===== config.mk =====
export PLATFORM = sky130hd
export DESIGN_NAME = pmc_top
export DESIGN_NICKNAME = d
export VERILOG_FILES = /design/src/pmc_pkg.sv /design/src/pmc_top.sv
export SDC_FILE = /design/constraint.sdc
export NUM_CORES = 1
export LEC_CHECK = 0
export BUFFER_PORTS_ARGS = -buffer_cell sky130_fd_sc_hd__buf_2
export CORE_ASPECT_RATIO = 0.8
export CORE_UTILIZATION = 55
export CTS_CLUSTER_SIZE = 16
export DETAILED_ROUTE_END_ITERATION = 10
export PLACE_DENSITY = 0.84
export SYNTH_ARGS = -nofsm -noshare
export SYNTH_HDL_FRONTEND = slang
export SYNTH_SLANG_ARGS = --single-unit
export TNS_END_PERCENT = 10

===== constraint.sdc =====
create_clock -name clk -period 6.3 [get_ports clk]
set_input_delay 0.315 -clock clk [delete_from_list [all_inputs] [get_ports clk]]
set_output_delay 0.315 -clock clk [all_outputs]
set_load 0.05 [all_outputs]

===== src/pmc_pkg.sv =====
// Package with register map, field positions, timing counts and types of the power mode controller.
package pmc_pkg;

  // ==========================================================================
  // Register map (byte addresses on APB).
  // ==========================================================================
  localparam logic [11:0] CTRL_ADDR   = 12'h000;
  localparam logic [11:0] STATUS_ADDR = 12'h004;
  localparam logic [11:0] REGEN_ADDR  = 12'h008;

  // ==========================================================================
  // Field positions.
  // ==========================================================================
  localparam int CTRL_MODE_LSB   = 0;   // Requested low power mode, two bits.
  localparam int CTRL_RETA_BIT   = 4;   // Keep retention bank A in coma.
  localparam int CTRL_RETB_BIT   = 5;   // Keep retention bank B in coma.
  localparam int CTRL_FLASH0_BIT = 8;   // Flash bank 0 powered at coma wake-up.
  localparam int CTRL_FLASH1_BIT = 9;   // Flash bank 1 powered at coma wake-up.
  localparam int REGEN_SW_BIT    = 0;   // Switching regulator enable.

  localparam int ST_STATE_LSB    = 0;   // Current mode, three bits.
  localparam int ST_LOWV_BIT     = 4;   // Low-voltage supply mode.
  localparam int ST_DBG_BIT      = 5;   // Debugger attached.
  localparam int ST_REFUSED_BIT  = 6;   // Last coma request refused.
  localparam int ST_STALL_BIT    = 7;   // Processor held stalled.

  // ==========================================================================
  // Reset values.
  // ==========================================================================
  localparam logic [31:0] CTRL_RESET  = 32'h0000_0330;
  localparam logic [31:0] REGEN_RESET = 32'h0000_0000;

  // ==========================================================================
  // Modes requested by software.
  // ==========================================================================
  localparam logic [1:0] REQ_RUN   = 2'h0;
  localparam logic [1:0] REQ_SLEEP = 2'h1;
  localparam logic [1:0] REQ_DEEP  = 2'h2;
  localparam logic [1:0] REQ_COMA  = 2'h3;

  // ==========================================================================
  // Timing budgets in microseconds and derived cycle counts at 125 MHz.
  // ==========================================================================
  localparam int CLK_MHZ        = 125;
  localparam int ENTER_US       = 2;
  localparam int DEEP_WAKE_US   = 200;
  localparam int COMA_WAKE_US   = 400;
  localparam int ENTER_CYCLES   = ENTER_US * CLK_MHZ;
  localparam int DEEP_WAKE_CYC  = DEEP_WAKE_US * CLK_MHZ;
  localparam int COMA_WAKE_CYC  = COMA_WAKE_US * CLK_MHZ;

  // ==========================================================================
  // Types.
  // ==========================================================================
  typedef enum logic [2:0] {
    PMC_RUN,
    PMC_ENTER,
    PMC_SLEEP,
    PMC_DEEP,
    PMC_COMA,
    PMC_WAKE_FLASH,
    PMC_WAKE_COMA
  } pmc_state_e;

  // Power and clock controls sent to the domains.
  typedef struct packed {
    logic       digital_on;
    logic [1:0] flash_on;
    logic [1:0] ret_sram_on;
    logic       osc32m_on;
    logic       cpu_clk_en;
    logic       cpu_on_lowspeed;
    logic       cpu_stall;
    logic       ana_ldo_on;
    logic       dig_ldo_on;
  } pmc_power_s;

  // Supply regulator controls.
  typedef struct packed {
    logic lowv_mode;
    logic prereg_on;
    logic linear_on;
    logic switching_on;
  } pmc_supply_s;

endpackage


===== src/pmc_top.sv =====
// Power mode controller sequencing run, sleep, deep sleep and coma.
//
// Design decisions made here: the register offsets and register access over APB.
`timescale 1ns/1ns

//Contract
// - Four software selected modes exist
// - Run powers everything, clock runs (after coma wake, flash banks not set in CTRL[9:8] stay off)
// - Sleep gates processor clock only
// - Interrupt in sleep returns to run
// - Deep sleep also powers flash down
// - Deep wake restores flash then runs
// - Coma keeps retention, programmable SRAM banks
// - Coma stops 32 MHz, low speed clock
// - Coma wake powers flash and digital
// - Stall processor until flash ready
// - Wake flash banks follow software settings (coma wake only; deep wake powers both banks)
// - Refuse coma while debugger attached
// - Both supplies low selects low-voltage mode
// - High-voltage mode starts on linear regulator
// - Regulators follow operating state automatically (LDOs only; prereg, linear and switching follow supply mode and REGEN)
// - Budget enter and wake latencies
module pmc_top #(
  parameter int DEEP_WAKE_CYCLES = pmc_pkg::DEEP_WAKE_CYC,
  parameter int COMA_WAKE_CYCLES = pmc_pkg::COMA_WAKE_CYC
) (
  input  wire logic               clk,
  input  wire logic               rst_n,
  input  wire logic               psel,
  input  wire logic               penable,
  input  wire logic               pwrite,
  input  wire logic [11:0]        paddr,
  input  wire logic [31:0]        pwdata,
  input  wire logic [3:0]         pstrb,
  output logic      [31:0]        prdata,
  output logic                    pready,
  output logic                    pslverr,
  input  wire logic               cpu_wfi,
  input  wire logic               irq_pending,
  input  wire logic [1:0]         flash_ready,
  input  wire logic               debug_port_enable_pin,
  input  wire logic               main_supply_input_low,
  input  wire logic               core_supply_rail_low,
  output pmc_pkg::pmc_power_s     power_q,
  output pmc_pkg::pmc_supply_s    supply_q
);

  // ==========================================================================
  // Register file.
  // ==========================================================================
  logic [31:0]         ctrl_q;
  logic [31:0]         regen_q;
  logic                refused_q;
  pmc_pkg::pmc_state_e state_q;
  logic [31:0]         cnt_q;
  logic                lowv_q;
  logic                coma_req;

  logic                apb_access;
  logic                apb_wr;
  logic                addr_ok;
  logic [31:0]         status_w;
  logic [31:0]         wmask;

  assign apb_access = psel && penable;
  assign apb_wr     = apb_access && pwrite;
  assign addr_ok    = (paddr == pmc_pkg::CTRL_ADDR) || (paddr == pmc_pkg::STATUS_ADDR) ||
                      (paddr == pmc_pkg::REGEN_ADDR);
  assign wmask      = {{8{pstrb[3]}}, {8{pstrb[2]}}, {8{pstrb[1]}}, {8{pstrb[0]}}};

  // Status word assembled from live state.
  always_comb begin
    status_w = 32'h0000_0000;
    status_w[pmc_pkg::ST_STATE_LSB +: 3] = state_q;
    status_w[pmc_pkg::ST_LOWV_BIT]       = lowv_q;
    status_w[pmc_pkg::ST_DBG_BIT]        = debug_port_enable_pin;
    status_w[pmc_pkg::ST_REFUSED_BIT]    = refused_q;
    status_w[pmc_pkg::ST_STALL_BIT]      = power_q.cpu_stall;
  end

  // Control register writes with byte strobes; only defined bits are kept.
  always_ff @(posedge clk or negedge rst_n) begin
    if (!rst_n) begin
      ctrl_q <= pmc_pkg::CTRL_RESET;
    end else if (apb_wr && paddr == pmc_pkg::CTRL_ADDR) begin
      ctrl_q <= ((ctrl_q & ~wmask) | (pwdata & wmask)) & 32'h0000_0333;
    end
  end

  // Switching regulator enable, only meaningful in high-voltage mode.
  always_ff @(posedge clk or negedge rst_n) begin
    if (!rst_n) begin
      regen_q <= pmc_pkg::REGEN_RESET;
    end else if (apb_wr && paddr == pmc_pkg::REGEN_ADDR) begin
      regen_q <= ((regen_q & ~wmask) | (pwdata & wmask)) & 32'h0000_0001;
    end
  end

  // Read data and one-cycle response; unmapped addresses answer with an error.
  always_ff @(posedge clk or negedge rst_n) begin
    if (!rst_n) begin
      prdata  <= 32'h0000_0000;
      pready  <= 1'b0;
      pslverr <= 1'b0;
    end else begin
      pready  <= psel && !pready;
      pslverr <= psel && !pready && !addr_ok;
      if (psel && !penable && !pwrite) begin
        case (paddr)
          pmc_pkg::CTRL_ADDR:   prdata <= ctrl_q;
          pmc_pkg::STATUS_ADDR: prdata <= status_w;
          pmc_pkg::REGEN_ADDR:  prdata <= regen_q;
          default:              prdata <= 32'h0000_0000;
        endcase
      end
    end
  end

  // ==========================================================================
  // Mode sequencer.
  // ==========================================================================
  assign coma_req = ctrl_q[pmc_pkg::CTRL_MODE_LSB +: 2] == pmc_pkg::REQ_COMA;

  // Sequence of modes; entry waits for an idle processor with no interrupt pending.
  // The wait flag still stands for two cycles after wake, so a pending interrupt blocks re-entry.
  always_ff @(posedge clk or negedge rst_n) begin
    if (!rst_n) begin
      state_q <= pmc_pkg::PMC_RUN;
      cnt_q   <= 32'h0000_0000;
    end else begin
      case (state_q)
        pmc_pkg::PMC_RUN: begin
          if (cpu_wfi && !irq_pending && ctrl_q[1:0] != pmc_pkg::REQ_RUN &&
              !(coma_req && debug_port_enable_pin)) begin
            state_q <= pmc_pkg::PMC_ENTER;
            cnt_q   <= 32'(pmc_pkg::ENTER_CYCLES - 1);
          end
        end
        pmc_pkg::PMC_ENTER: begin
          if (cnt_q == 32'h0000_0000) begin
            case (ctrl_q[1:0])
              pmc_pkg::REQ_SLEEP: state_q <= pmc_pkg::PMC_SLEEP;
              pmc_pkg::REQ_DEEP:  state_q <= pmc_pkg::PMC_DEEP;
              pmc_pkg::REQ_COMA:  state_q <= debug_port_enable_pin ? pmc_pkg::PMC_RUN
                                                                  : pmc_pkg::PMC_COMA;
              default:            state_q <= pmc_pkg::PMC_RUN;
            endcase
          end else begin
            cnt_q <= cnt_q - 32'h0000_0001;
          end
        end
        pmc_pkg::PMC_SLEEP: begin
          if (irq_pending) begin
            state_q <= pmc_pkg::PMC_RUN;
          end
        end
        pmc_pkg::PMC_DEEP: begin
          if (irq_pending) begin
            state_q <= pmc_pkg::PMC_WAKE_FLASH;
            cnt_q   <= 32'(DEEP_WAKE_CYCLES - 1);
          end
        end
        pmc_pkg::PMC_COMA: begin
          if (irq_pending) begin
            state_q <= pmc_pkg::PMC_WAKE_COMA;
            cnt_q   <= 32'(COMA_WAKE_CYCLES - 1);
          end
        end
        pmc_pkg::PMC_WAKE_FLASH,
        pmc_pkg::PMC_WAKE_COMA: begin
          if (cnt_q != 32'h0000_0000) begin
            cnt_q <= cnt_q - 32'h0000_0001;
          end else if ((flash_ready & ctrl_q[9:8]) == ctrl_q[9:8]) begin
            state_q <= pmc_pkg::PMC_RUN;
          end
        end
        default: state_q <= pmc_pkg::PMC_RUN;
      endcase
    end
  end

  // Sticky flag for a coma request turned away by an attached debugger.
  always_ff @(posedge clk or negedge rst_n) begin
    if (!rst_n) begin
      refused_q <= 1'b0;
    end else if (state_q == pmc_pkg::PMC_RUN && cpu_wfi && coma_req &&
                 debug_port_enable_pin) begin
      refused_q <= 1'b1;
    end else if (apb_wr && paddr == pmc_pkg::STATUS_ADDR && pwdata[pmc_pkg::ST_REFUSED_BIT]) begin
      refused_q <= 1'b0;
    end
  end

  // ==========================================================================
  // Power, clock and supply outputs.
  // ==========================================================================
  // Domain controls decoded from the state, all registered.
  always_ff @(posedge clk or negedge rst_n) begin
    if (!rst_n) begin
      power_q <= '{digital_on: 1'b1, flash_on: 2'b11, ret_sram_on: 2'b11, osc32m_on: 1'b1,
                   cpu_clk_en: 1'b1, cpu_on_lowspeed: 1'b0, cpu_stall: 1'b0,
                   ana_ldo_on: 1'b1, dig_ldo_on: 1'b1};
    end else begin
      power_q.digital_on      <= state_q != pmc_pkg::PMC_COMA;
      power_q.ret_sram_on     <= (state_q == pmc_pkg::PMC_COMA) ?
                                 ctrl_q[5:4] : 2'b11;
      power_q.osc32m_on       <= state_q != pmc_pkg::PMC_COMA;
      power_q.cpu_on_lowspeed <= state_q == pmc_pkg::PMC_COMA;
      power_q.cpu_clk_en      <= state_q == pmc_pkg::PMC_RUN || state_q == pmc_pkg::PMC_ENTER;
      power_q.cpu_stall       <= state_q == pmc_pkg::PMC_WAKE_COMA ||
                                 state_q == pmc_pkg::PMC_WAKE_FLASH;
      power_q.ana_ldo_on      <= state_q != pmc_pkg::PMC_COMA;
      power_q.dig_ldo_on      <= state_q != pmc_pkg::PMC_COMA;
      case (state_q)
        pmc_pkg::PMC_DEEP,
        pmc_pkg::PMC_COMA:       power_q.flash_on <= 2'b00;
        pmc_pkg::PMC_WAKE_COMA:  power_q.flash_on <= ctrl_q[9:8];
        pmc_pkg::PMC_RUN:        power_q.flash_on <= power_q.flash_on | ctrl_q[9:8];
        default:                 power_q.flash_on <= power_q.flash_on | 2'b11;
      endcase
    end
  end

  // Supply mode detection; linear regulator is the default in high voltage.
  always_ff @(posedge clk or negedge rst_n) begin
    if (!rst_n) begin
      lowv_q   <= 1'b0;
      supply_q <= '{lowv_mode: 1'b0, prereg_on: 1'b1, linear_on: 1'b1, switching_on: 1'b0};
    end else begin
      lowv_q                <= main_supply_input_low && core_supply_rail_low;
      supply_q.lowv_mode    <= lowv_q;
      supply_q.prereg_on    <= !lowv_q;
      supply_q.switching_on <= !lowv_q && regen_q[pmc_pkg::REGEN_SW_BIT];
      supply_q.linear_on    <= !lowv_q && !regen_q[pmc_pkg::REGEN_SW_BIT];
    end
  end
endmodule


# ---- Yosys cells after proc, flatten, opt, wreduce, memory -nomap -nowiden
# Index checks and enable logic that the tools add are counted.
dict set report op_classes {
  addsub 1
  eq_ne 22
  n_mux 21
  bitwise 8
  reduce_logical 43
}
# cell n
set ops {}
lappend ops {{two-way mux 32 bit} 5}
lappend ops {{one-hot mux 32 bit (5 select lines)} 1}
lappend ops {{logical NOT 32 bit} 1}
lappend ops {{nonzero test 32 bit} 1}
lappend ops {{subtractor 32 x 1 -> 32 bit, second input constant} 1}
lappend ops {{one-hot mux 10 bit (3 select lines)} 1}
lappend ops {{two-way mux 3 bit} 8}
lappend ops {{AND 10 bit} 2}
lappend ops {{logical AND 1 bit} 20}
lappend ops {{!= test 2 bit, second input constant} 9}
lappend ops {{one-hot mux 3 bit (6 select lines)} 1}
lappend ops {{equality test 12 x 3 -> 1 bit, second input constant} 1}
lappend ops {{equality test 12 x 4 -> 1 bit, second input constant} 1}
lappend ops {{logical NOT 12 bit} 1}
lappend ops {{inverter 10 bit} 1}
lappend ops {{bitwise OR 10 bit} 1}
lappend ops {{equality test 3 bit, second input constant} 3}
lappend ops {{one-hot mux 3 bit (3 select lines)} 1}
lappend ops {{logical NOT 1 bit} 8}
lappend ops {{AND reduction 7 bit} 1}
lappend ops {{equality test 3 x 2 -> 1 bit, second input constant} 2}
lappend ops {{one-hot mux 2 bit (3 select lines)} 1}
lappend ops {{AND reduction 6 bit} 1}
lappend ops {{nonzero test 5 bit} 1}
lappend ops {{other kinds (15)} 22}
dict set report word_totals {
  reg_bits 90
  inputBits 60
  out_inout_bits 49
}

# ---- Depth between registers and ports, before layout
# Gate-level depths: netlist of run 1.
dict set report logic_depth {
  depth_word 6
  depth_mapped 10
}

# ---- Worst setup path after synthesis of run 1
# Ideal clock, no wire load.
dict set report synth_path {
  path_type {reg-to-reg}
  start {register cnt_q[25]}
  end {register state_q[1]}
  setup_time_ps 120
  arrival_time_ps 2454
  t_required_ps 6180
  path_slack_ps 3726
  stages_incl_launch_ff 8
  n_path_buf 1
  period_less_slack_ps 2574
  path_cell_list {dfrtp_1 > or4_4 > or4_4 > or4_1 > buf_6 > o21ai_4 > a21oi_1 > a31o_1}
}
dict set report synth_via {
  elab_chain_cells 3
}
# element line_no
set synth_rtl {}
lappend synth_rtl {{from (decl)} pmc_top.sv:55} ;# logic [31:0] cnt_q;
lappend synth_rtl {{from (signal assigned)} pmc_top.sv:136} ;# cnt_q <= 32'(pmc_pkg::ENTER_CYCLES - 1);
lappend synth_rtl {{from (signal assigned)} pmc_top.sv:149} ;# cnt_q <= cnt_q - 32'h0000_0001;
lappend synth_rtl {{from (signal assigned)} pmc_top.sv:160} ;# cnt_q <= 32'(DEEP_WAKE_CYCLES - 1);
lappend synth_rtl {{nonzero test 32 bit / logical NOT 32 bit (equally long branches)} {pmc_top.sv:171, pmc_top.sv:140}}
lappend synth_rtl {{!= test 2 bit (no source line)} -}
lappend synth_rtl {{AND reduction 7 bit (no source line) (*)} -}
lappend synth_rtl {{to (signal assigned)} pmc_top.sv:165} ;# state_q <= pmc_pkg::PMC_WAKE_COMA;
lappend synth_rtl {{to (signal assigned)} pmc_top.sv:174} ;# state_q <= pmc_pkg::PMC_RUN;
lappend synth_rtl {{to (signal assigned)} pmc_top.sv:177} ;# default: state_q <= pmc_pkg::PMC_RUN;
lappend synth_rtl {{to (decl)} pmc_top.sv:54} ;# pmc_pkg::pmc_state_e state_q;
# Every way passes the cells marked *; elsewhere a longest branch is shown, timed or not.
# A chain may end at the register's enable or synchronous reset.

# ---- Worst setup path after layout of run 1
dict set report layout_path {
  start {register cnt_q[0]}
  end {register state_q[1]}
}
# Same word-level chain as after synthesis.

==> results.md, run 1 <==
- Fmax: 314 MHz
- Hold Buf Count CTS: 0
- Multi-input logic area: 0.00184 sq mm
- Layout cells sized above 1: 21.4%
- Vias: 3457
- Main area contributors after synthesis: dfrtp_1, dfstp_2, o21ai_0, buf_4, a21oi_1
- Die Ht: 76.5 microns
- Status: finished, final reports clean
- Synth area leader: dfrtp_1
- Netlist cell types: 54
- Core area: 0.00654 sq mm
- Drt drc: 0
- Max FO, Critical Path: 9
- Fin util: 65.2%
- Post-Layout Cell Count: 575
- Largest net degree at the start of global routing: 68
- Clock Latency Late Sink: 0.35 ns
- WP data arrival: 3.42 ns
- DP Area: 0.00401 sq mm
- Post-DP HPWL: 5910 microns
- Vias per inst: 6.01
- Seq cells post-synth: 67
- CTS Sinks: 67
- CTS tree: done
- PnR Total Power: 1.38 mW
- Fin crit period: 3.18 ns
- Placed instance count: 559
- Worst reg-to-reg setup slack: 3.12 ns
- HP Class: in -> async
- Die area: 0.00727 sq mm
- Antenna diodes: 0
- Filler cells: 533
- Total CTS buffers: 9
- Crit start category: flip-flop
- Post-Synthesis Cells: 437
- Initial antenna violation count: 0
- Deepest clock path buffer count: 2
- Pleak: 1.88 nW
- Ys flop type: dfrtp_1
- VDD IR max: 0.171 mV
- Final GP Congestion: 0.819
- # rows: 26
- Netlist Area Pre-Place: 0.00381 sq mm
- Yosys top cell area share: 36.1%
- Iter 0 DRT Violations: 447
- Final Slew Violations: 0
- Pwr Density: 323 mW/mm^2
- EDFF count, synth: 0
- MaxCap Viol Count: 0
- Layout net count: 550
- Wire per inst: 15.1 microns
- Total number of H-tree levels: 3
- First-pass GRT wire length: 14300 microns
- Fin Setup TNS: 0 ns
- Clk slew on worst S/H paths: 0.08 ns
- Die X: 95.1 microns
- Overflow left after global routing: 0
- Yosys warning total: 0
- Root Buffer: clkbuf_8
- Area growth syn-to-layout: 11.8%
- Gr usage total: 24.8%
- DR pass1 iterations: 5
- Post-CTS sizing: 0
- Vias in the first global route: 3199
- Starting Density: 58.3%
- Avg Cell Area, Syn: 8.72 sq um
- Sequential-to-total area share from yosys stat: 44.4%
- Fraction of registers with async set/reset: 100%
- Final instance area: 0.00426 sq mm
- # setup viols final: 0
- Final Cycle Share: 50.5%
- Sequential cell area: 0.00169 sq mm
- # Post-CTS Setup Buffers: 0
- Setup Crit Path Kind: reg -> reg
- Final hold vios: 0
- Clock skew: 0.00821 ns
- Final wirelength: 8700 microns
- Transition time of the tightest slew-check pin: 1.02 ns
- RSZ-0062 raised after global routing: no
- Post-route ant nets: 0
- Io pins: 109
- Worst slew margin: 31.3%
- Worst EP required: 6.54 ns
- I/O Buffers: 58
- Critical path capture point type: flip-flop
==> cell usage after synthesis (2+ instances only) <==
library cell  instances
dfrtp_1              55
o21ai_0              47
nor2_1               45
nand2_1              40
a21oi_1              34
buf_4                26
a31oi_1              20
inv_1                18
nand3_1              14
clkbuf_1             12
dfstp_2              12
nor3_1               12
o31ai_1              10
nand4_1               8
nor4_1                8
nand2b_1              6
mux2_2                5
and2_1                4
ha_1                  4
mux2i_1               4
nor2b_1               4
buf_2                 3
nor3b_1               3
o22ai_1               3
or4_1                 3
a211oi_1              2
a311oi_1              2
a31o_1                2
and3_1                2
buf_6                 2
o22a_1                2
or2_2                 2
or4_4                 2
==> report_power, final <==
group	leakage, nW	total, mW	switching (mW)	internal, mW
Sequential	0.827	0.631	0.108	0.524
Clock	0.124	0.436	0.170	0.266
Combinational	0.932	0.309	0.191	0.118
Total	1.88	1.38	0.470	0.908
==> critical path, cell delays in order (launching register included) <==
cell      delay, ns
dfrtp_1        0.42
inv_1          0.08
ha_1           0.18
nor3b_1        0.55
nand4b_1       0.49
or4_1          0.78
o21ai_4        0.27
a21oi_1        0.10
a31o_1         0.21
==> cell families after synthesis <==
group / count (synthesis) / synth area share (%)
AO/OA/AOI/OAI: 134 / 21.6
adder cells (fa/ha/maj): 4 / 1.31
buffers and inverters: 63 / 9.52
flip-flops: 67 / 44.4
multiplexers: 9 / 2.53
other: 1 / 0.0984
AND/OR/NAND/NOR: 159 / 20.6
==> final timing paths <==
| path | from | endpoint | cells past startpoint |
|---|---|---|---|
| max | cnt_q[0]$_DFFE_PN0P_ | state_q[1]$_DFFE_PN0P_ | 8 |
| min | rst_n | asynchronous set/reset pin | 2 |
| max reg2reg | cnt_q[0]$_DFFE_PN0P_ | state_q[1]$_DFFE_PN0P_ | 8 |
| min reg2reg | pready$_DFF_PN0_ | pready$_DFF_PN0_ | 1 |
| max in group asynchronous | rst_n | power_q[2]$_DFF_PN0_ | 2 |
| min in group clk | core_supply_rail_low | lowv_q$_DFF_PN0_ | 2 |
==> routing by layer <==
| layer | up-vias | track usage (%) | part of all wire, % |
|---|---|---|---|
| met5 | - | 0 | 0 |
| met4 | 0 | 9.70 | 1.6 |
| met3 | 19 | 5.29 | 7.1 |
| met2 | 170 | 39.6 | 48 |
| met1 | 1640 | 32.6 | 43 |
| li1 | 1628 | - | - |
==> per-stage QoR <==
step	worst slack (ns)	hold slack (ns)
6_report	3.12	0.130
5_1_grt	2.96	0.170
4_1_cts	3.20	0.151
3_5_place_dp	3.26	0.427
3_3_place_gp	3.41	0.419
2_1_floorplan	3.73	0.0194
==> layout by cell type (no fill, tap or decap), drive strengths merged, types with 3 or more instances in the layout <==
cell    count
buf        60
dfrtp      55
o21ai      49
nor2       45
nand2      40
a21oi      34
conb       23
a31oi      20
inv        20
nand3      14
nor3       13
dfstp      12
o31ai      10
clkbuf      9
nor4        8
nand4       8
nand2b      6
mux2        5
or4         5
nor2b       4
and2        4
mux2i       4
ha          4
nor3b       3
o22ai       3
bufinv      3
clkinv      3
a31o        3
==> layout make-up <==
cell class	instances	area share [%]
multi-input combinational	329	43.2
sequential	67	39.7
timing repair buffer	60	7.16
clock inverter	7	2.94
clock buffer	9	2.91
tap	84	2.47
inverter	19	1.67
No activity file was read; power rests on OpenSTA's default activity.
==> run 2: changes to the inputs <==
Settings changed: CORE_UTILIZATION 55 to 52, PLACE_DENSITY 0.84 to 0.8.
Clock period 6.3 ns to 3.3 ns, I/O delays scaled along.
==> results.md, run 2 (same netlist as run 1, synthesis figures left out) <==
- Iter 0 DRT Violations: 269 (was 447)
- Worst reg-to-reg setup slack: 0.41 ns (was 3.12 ns)
- Max FO, Critical Path: 6 (was 9)
- RSZ-0062 raised after global routing: no (unchanged)
- Clk slew on worst S/H paths: 0.08 ns (about the same)
- Final Cycle Share: 87.5% (was 50.5%)
- CTS Sinks: 67 (unchanged)
- # rows: 27 (was 26)
- Combinational share of power: 24.9% (was 22.5%)
- Pleak: 1.88 nW (about the same)
- Antenna diodes: 0 (unchanged)
- Switching power share of the total: 36.5% (was 34.1%)
- Critical path capture point type: flip-flop (unchanged)
- Area growth syn-to-layout: 11.5% (was 11.8%)
- VDD IR max: 0.218 mV (was 0.171 mV)
- Vias in the first global route: 3271 (was 3199)
- Transition time of the tightest slew-check pin: 0.754 ns (was 1.02 ns)
- Final Slew Violations: 0 (unchanged)
- Setup Crit Path Kind: reg -> reg (unchanged)
- Layout net count: 558 (was 550)
- Failing checks: design-rule violations
- Wire per inst: 15.1 microns (about the same)
- Worst hold start: core_supply_rail_low
- Overflow left after global routing: 0 (unchanged)
- WP data arrival: 3.12 ns (was 3.42 ns)
- Power share of the sequential group: 50.0% (was 45.8%)
- Fin Setup TNS: 0 ns (unchanged)
- Place WS: 0.481 ns (was 3.26 ns)
- Hold slack: 0.00573 ns (was 0.130 ns)
- Fin crit period: 2.89 ns (was 3.18 ns)
- Deepest clock path buffer count: 2 (unchanged)
- Sequential cell area: 0.00169 sq mm (unchanged)
- Post-Layout Cell Count: 586 (was 575)
- Worst EP required: 3.54 ns (was 6.54 ns)
- Die X: 97.7 microns (was 95.1 microns)
- Post-route ant nets: 0 (unchanged)
- Total number of H-tree levels: 3 (unchanged)
- Largest net degree at the start of global routing: 35 (was 68)
- Final hold vios: 0 (unchanged)
- Vias: 3465 (was 3457)
- Filler cells: 595 (was 533)
- Die Ht: 78.6 microns (was 76.5 microns)
- Root Buffer: clkbuf_8 (unchanged)
- HP Class: in -> reg (was in -> async)
- Layout cells sized above 1: 22.2% (was 21.4%)
- RR Endpoint: cnt_q[13]$_DFFE_PN0P_ (was state_q[1]$_DFFE_PN0P_)
- Endpoint, Worst Hold: lowv_q$_DFF_PN0_
- Final worst setup slack: 0.412 ns (was 3.12 ns)
- # Post-CTS Setup Buffers: 0 (unchanged)
- Worst r2r src: cnt_q[25]$_DFFE_PN0P_ (was cnt_q[0]$_DFFE_PN0P_)
- Int Power: 1.53 mW (was 0.908 mW)
- DR pass1 iterations: 8 (was 5)
- Clock Power Share: 25.1% (was 31.7%)
- Reg2Reg Depth: 6 (was 8)
- Io pins: 109 (unchanged)
- Final wirelength: 8820 microns (was 8700 microns)
- First-pass GRT wire length: 15100 microns (was 14300 microns)
- Placed instance count: 569 (was 559)
- Die area: 0.00768 sq mm (was 0.00727 sq mm)
- Clock Latency Late Sink: 0.36 ns (was 0.35 ns)
- Worst slew margin: 49.2% (was 31.3%)
- Drt drc: 4 (was 0)
- MaxCap Viol Count: 0 (unchanged)
- Status: complete, but fails checks (was finished, final reports clean)
- Gr usage total: 24.9% (was 24.8%)
- Pwr Density: 566 mW/mm^2 (was 323 mW/mm^2)
- Multi-input logic area: 0.00184 sq mm (unchanged)
- Final GP Congestion: 0.850 (was 0.819)
- # setup viols final: 0 (unchanged)
- Initial antenna violation count: 0 (unchanged)
- Clock skew: 0.0135 ns (was 0.00821 ns)
- Vias per inst: 5.91 (was 6.01)
- Hold Crit Depth: 2
- Fmax: 346 MHz (was 314 MHz)
- Net switching power: 0.878 mW (was 0.470 mW)
- Commonest non-fill, non-tap cell in the layout: buf_2 (unchanged)
- Crit start category: flip-flop (unchanged)
- Post-DP HPWL: 6290 microns (was 5910 microns)
- Commonest cells after routing, fill and taps aside: buf_2, dfrtp_1, o21ai_0 (unchanged)
- I/O Buffers: 58 (unchanged)
- Core area: 0.00699 sq mm (was 0.00654 sq mm)
- Total CTS buffers: 9 (unchanged)
- Starting Density: 54.5% (was 58.3%)
- CTS tree: done (unchanged)
## run 2: changes by cell type in the layout (fill, tap and decap cells not counted), sizes merged
cell,change
inv,-1
clkbuf,+2
bufinv,-3
clkinvlp,+2
buf,+7
dlygate4sd3,+1
## run 2: metrics by stage
| stage | utilization (%) | power, mW | instance area (sq um) |
|---|---|---|---|
| 5_1_grt | 60.8 | 2.56 | 4250 |
| 3_3_place_gp | 58.2 | 1.76 | 4070 |
| 2_1_floorplan | - | 1.65 | 3890 |
| 3_5_place_dp | 58.2 | 1.80 | 4070 |
| 6_report | 60.8 | 2.40 | 4250 |
| 4_1_cts | 60.8 | 2.41 | 4250 |
## run 2: repair_timing
action                     4_1_cts  5_1_grt
hold endpoints to repair        26        0
gates resized for setup          0        0
hold buffers                     1        0
setup endpoints to repair        0        0
## run 2: metal layers
metal	up-vias	global-route usage (%)	part of all wire (%)
li1	1635	-	-
met1	1669	32.9	46
met2	146	39.8	46
met3	15	5.25	6.1
met4	0	10.8	1.4
met5	-	0	0
## run 2: worst max-delay path, stage by stage, from the launching register on
cell       delay (ns)
dfrtp_1          0.43
or4_4            0.55
or4_4            0.47
nor4_1           0.66
a21oi_1          0.35
o2bb2ai_1        0.25
a21oi_1          0.06
## run 2: worst max path at each step
| stage | from | endpoint | slack [ns] | cells after the start |
|---|---|---|---|---|
| floorplan | cnt_q[25]$_DFFE_PN0P_ | state_q[1]$_DFFE_PN0P_ | 0.73 | 7 |
| global placement | cnt_q[25]$_DFFE_PN0P_ | state_q[1]$_DFFE_PN0P_ | 0.51 | 6 |
| detailed placement | cnt_q[25]$_DFFE_PN0P_ | state_q[1]$_DFFE_PN0P_ | 0.48 | 6 |
| CTS | cnt_q[25]$_DFFE_PN0P_ | state_q[1]$_DFFE_PN0P_ | 0.46 | 6 |
| global route | cnt_q[1]$_DFFE_PN0P_ | cnt_q[13]$_DFFE_PN0P_ | 0.27 | 10 |
| finish | cnt_q[25]$_DFFE_PN0P_ | cnt_q[13]$_DFFE_PN0P_ | 0.41 | 6 |
## run 2: layout make-up
class,instances,area share (%)
tap,87,2.56
multi-input combinational,329,43.3
inverter,19,1.68
timing repair buffer,68,8.65
clock buffer,11,3.33
sequential,67,39.8
clock inverter,5,0.706
## run 2: power by group through the flow
stage	logic, mW	registers (mW)	clock network [mW]
after floorplan	0.484	1.17	0
after global placement	0.567	1.19	0
after detailed placement	0.596	1.21	0
after CTS	0.596	1.20	0.615
after global routing	0.682	1.23	0.649
final	0.598	1.20	0.604
==> run 3: changes to the inputs <==
Settings changed: ABC_AREA set to 1, CORE_UTILIZATION 52 to 53.
==> results.md, run 3 <==
- Status: finished, final reports clean (was complete, but fails checks)
- Worst path bufs/invs: 2 (was 0)
- Clock skew: 0.0101 ns (was 0.0135 ns)
- Io pins: 109 (unchanged)
- CTS tree: done (unchanged)
- Fraction of registers with async set/reset: 100% (unchanged)
- Crit-path cells: inv_1 -> ha_1 -> nand2_2 -> nor2_4 -> nand2_2 -> nor2_4 -> nand2_2 -> nand2_4 -> inv_2 -> nand2_1 -> o21ai_2 (was or4_4 -> or4_4 -> nor4_1 -> a21oi_1 -> o2bb2ai_1 -> a21oi_1)
- Yosys top cell area share: 33.4% (was 36.1%)
- # setup viols final: 0 (unchanged)
- Deepest clock path buffer count: 2 (unchanged)
- Post-CTS sizing: 0 (unchanged)
- Avg Cell Area, Syn: 7.52 sq um (was 8.72 sq um)
- Die X: 101 microns (was 97.7 microns)
- Synth area leader: dfrtp_1 (unchanged)
- Area growth syn-to-layout: 10.7% (was 11.5%)
- Post-Layout Cell Count: 716 (was 586)
- Starting Density: 55.1% (was 54.5%)
- Commonest cells after routing, fill and taps aside: nand2_1, nor2_1, buf_2 (was buf_2, dfrtp_1, o21ai_0)
- Root Buffer: clkbuf_8 (unchanged)
- Final instance area: 0.00455 sq mm (was 0.00425 sq mm)
- Hold slack: 0.00794 ns (was 0.00573 ns)
- Post-DP HPWL: 6820 microns (was 6290 microns)
- Final GP Congestion: 0.875 (was 0.850)
- Ys flop type: dfrtp_1 (unchanged)
- First-pass GRT wire length: 15300 microns (was 15100 microns)
- Multi-input logic area: 0.00203 sq mm (was 0.00184 sq mm)
- Worst hold start: main_supply_input_low (was core_supply_rail_low)
- Yosys warning total: 0 (unchanged)
- Sequential cell area: 0.00169 sq mm (unchanged)
- Post-Synthesis Cells: 547 (was 437)
- Clock Latency Late Sink: 0.35 ns (was 0.36 ns)
- Total number of H-tree levels: 3 (unchanged)
- Clk slew on worst S/H paths: 0.06 ns (was 0.08 ns)
- Vias: 3579 (was 3465)
- VDD IR max: 0.521 mV (was 0.218 mV)
- Worst EP required: 3.52 ns (was 3.54 ns)
- RSZ-0062 raised after global routing: no (unchanged)
- Die area: 0.00812 sq mm (was 0.00768 sq mm)
- Placed instance count: 699 (was 569)
- CP peak stage delay: 0.42 ns (was 0.66 ns)
- Max FO, Critical Path: 23 (was 6)
- Die Ht: 80.8 microns (was 78.6 microns)
- Most frequent CP cell: nand2_2
- DP Area: 0.00436 sq mm (was 0.00407 sq mm)
- Worst r2r src: cnt_q[0]$_DFFE_PN0P_ (was cnt_q[25]$_DFFE_PN0P_)
- Critical path capture point type: flip-flop (unchanged)
- Fmax: 438 MHz (was 346 MHz)
- Fin util: 61.0% (was 60.8%)
- Gr usage total: 24.3% (was 24.9%)
- Final hold vios: 0 (unchanged)
- Main area contributors after synthesis: dfrtp_1, nand2_1, nor2_1, dfstp_2, buf_4 (was dfrtp_1, dfstp_2, o21ai_0, buf_4, a21oi_1)
- EDFF count, synth: 0 (unchanged)
- Pwr Density: 755 mW/mm^2 (was 566 mW/mm^2)
- Crit start category: flip-flop (unchanged)
- CP Launch Point: cnt_q[0]$_DFFE_PN0P_ (was cnt_q[25]$_DFFE_PN0P_)
- Fin crit period: 2.28 ns (was 2.89 ns)
- Final wirelength: 8990 microns (was 8820 microns)
- Count leader, synth: nand2_1 (was dfrtp_1)
- I/O Buffers: 58 (unchanged)
- Antenna diodes: 0 (unchanged)
- Wire per inst: 12.6 microns (was 15.1 microns)
- Netlist cell types: 34 (was 54)
- Filler cells: 674 (was 595)
- HP Class: in -> reg (unchanged)
- Top Family by Delay on Critical Path: simple AND/OR/NAND/NOR gates (unchanged)
- MaxCap Viol Count: 0 (unchanged)
- Drt drc: 0 (was 4)
- Total CTS buffers: 9 (unchanged)
- Setup Crit Path Kind: reg -> reg (unchanged)
- Largest net degree at the start of global routing: 45 (was 35)
- Pleak: 2.40 nW (was 1.88 nW)
- Layout net count: 671 (was 558)
- Worst reg-to-reg setup slack: 1.02 ns (was 0.41 ns)
- Worst slew margin: 37.4% (was 49.2%)
- Crit-path slowest cell: dfrtp_1 (was nor4_1)
- Transition time of the tightest slew-check pin: 0.939 ns (was 0.754 ns)
- Final Cycle Share: 69.1% (was 87.5%)
- Vias per inst: 5.00 (was 5.91)
- Vias in the first global route: 3268 (was 3271)
- WP data arrival: 2.50 ns (was 3.12 ns)
- Fin Setup TNS: 0 ns (unchanged)
- Initial antenna violation count: 0 (unchanged)
- Seq cells post-synth: 67 (unchanged)
- Iter 0 DRT Violations: 287 (was 269)
- Overflow left after global routing: 0 (unchanged)
- # rows: 28 (was 27)
- Core area: 0.00746 sq mm (was 0.00699 sq mm)
- Layout cells sized above 1: 21.4% (was 22.2%)
- Netlist Area Pre-Place: 0.00412 sq mm (was 0.00381 sq mm)
- Sequential-to-total area share from yosys stat: 41.1% (was 44.4%)
- Commonest non-fill, non-tap cell in the layout: nand2_1 (was buf_2)
- DR pass1 iterations: 5 (was 8)
- Final Slew Violations: 0 (unchanged)
- Post-route ant nets: 0 (unchanged)
- CTS Sinks: 67 (unchanged)
- Synth cell count leaders: nand2_1, nor2_1, dfrtp_1 (was dfrtp_1, o21ai_0, nor2_1)
-- run 3: changes by cell type in the layout (fill, tap and decap cells not counted), sizes merged, moves of 7 or more --
cell   previous run  this run
buf              67        60
nand2            40       165
xnor2             0         8
a31oi            20         0
xor2              0        11
nor2             45       100
nor4              8         0
nor3             13         4
inv              19        56
a21oi            34         9
-- run 3: cell type report --
type	count	area share, %
clock inverters	3	0.330
multi-input cells	411	44.5
clock buffers	12	3.41
flip-flops and latches	67	37.1
well taps	105	2.88
inverters	56	4.62
repair buffers	62	7.14
-- run 3: path summary, 6_finish.rpt --
check | depth (start not counted) | endpoint
worst max-delay path | 11 | cnt_q[1]$_DFFE_PN0P_
worst min-delay path | 3 | lowv_q$_DFF_PN0_
max in group asynchronous | 3 | cnt_q[26]$_DFFE_PN0P_
min in group asynchronous | 2 | pready$_DFF_PN0_
worst max register to register | 11 | cnt_q[1]$_DFFE_PN0P_
worst min register to register | 0 | supply_q[3]$_DFF_PN0_
-- run 3: logic make-up after synthesis --
logic type                 Yosys count  synth area share [%]
AOI/OAI and AO/OA                   69                  10.9
xor gates and xnor gates            19                  4.04
adders and majority gates            4                  1.22
other                                1                0.0911
buffers and inverters               91                  11.7
DFF                                 67                  41.1
and+or+nand+nor                    296                  31.0
-- run 3: layer usage --
metal / up-vias / share of wire (%) / GRT usage, %
li1: 1779 / - / -
met1: 1626 / 48 / 35.4
met2: 155 / 43 / 36.4
met3: 19 / 6.9 / 4.30
met4: 0 / 2.0 / 8.70
met5: - / 0 / 0
-- run 3: what timing repair did --
item	CTS	global route
buffers inserted	0	0
hold endpoints to repair	32	0
hold buffers	2	0
-- run 3: stage by stage --
step	setup slack [ns]	total power, mW
CTS	1.02	3.44
global placement	1.13	2.75
finish	1.02	3.44
global route	0.815	3.69
detailed placement	1.03	2.83
floorplan	1.57	2.59
-- run 3: tightest hold or removal path: cells and delay by family --
kind,cells,cell delay (ns)
and+or+nand+nor,1,0.04
buffers and inverters,2,0.11
-- run 3: power by group --
part           total, mW  switching (mW)  internal [mW]
sequential          1.12           0.142          0.974
clock              0.609           0.303          0.306
combinational       1.71            1.25          0.467
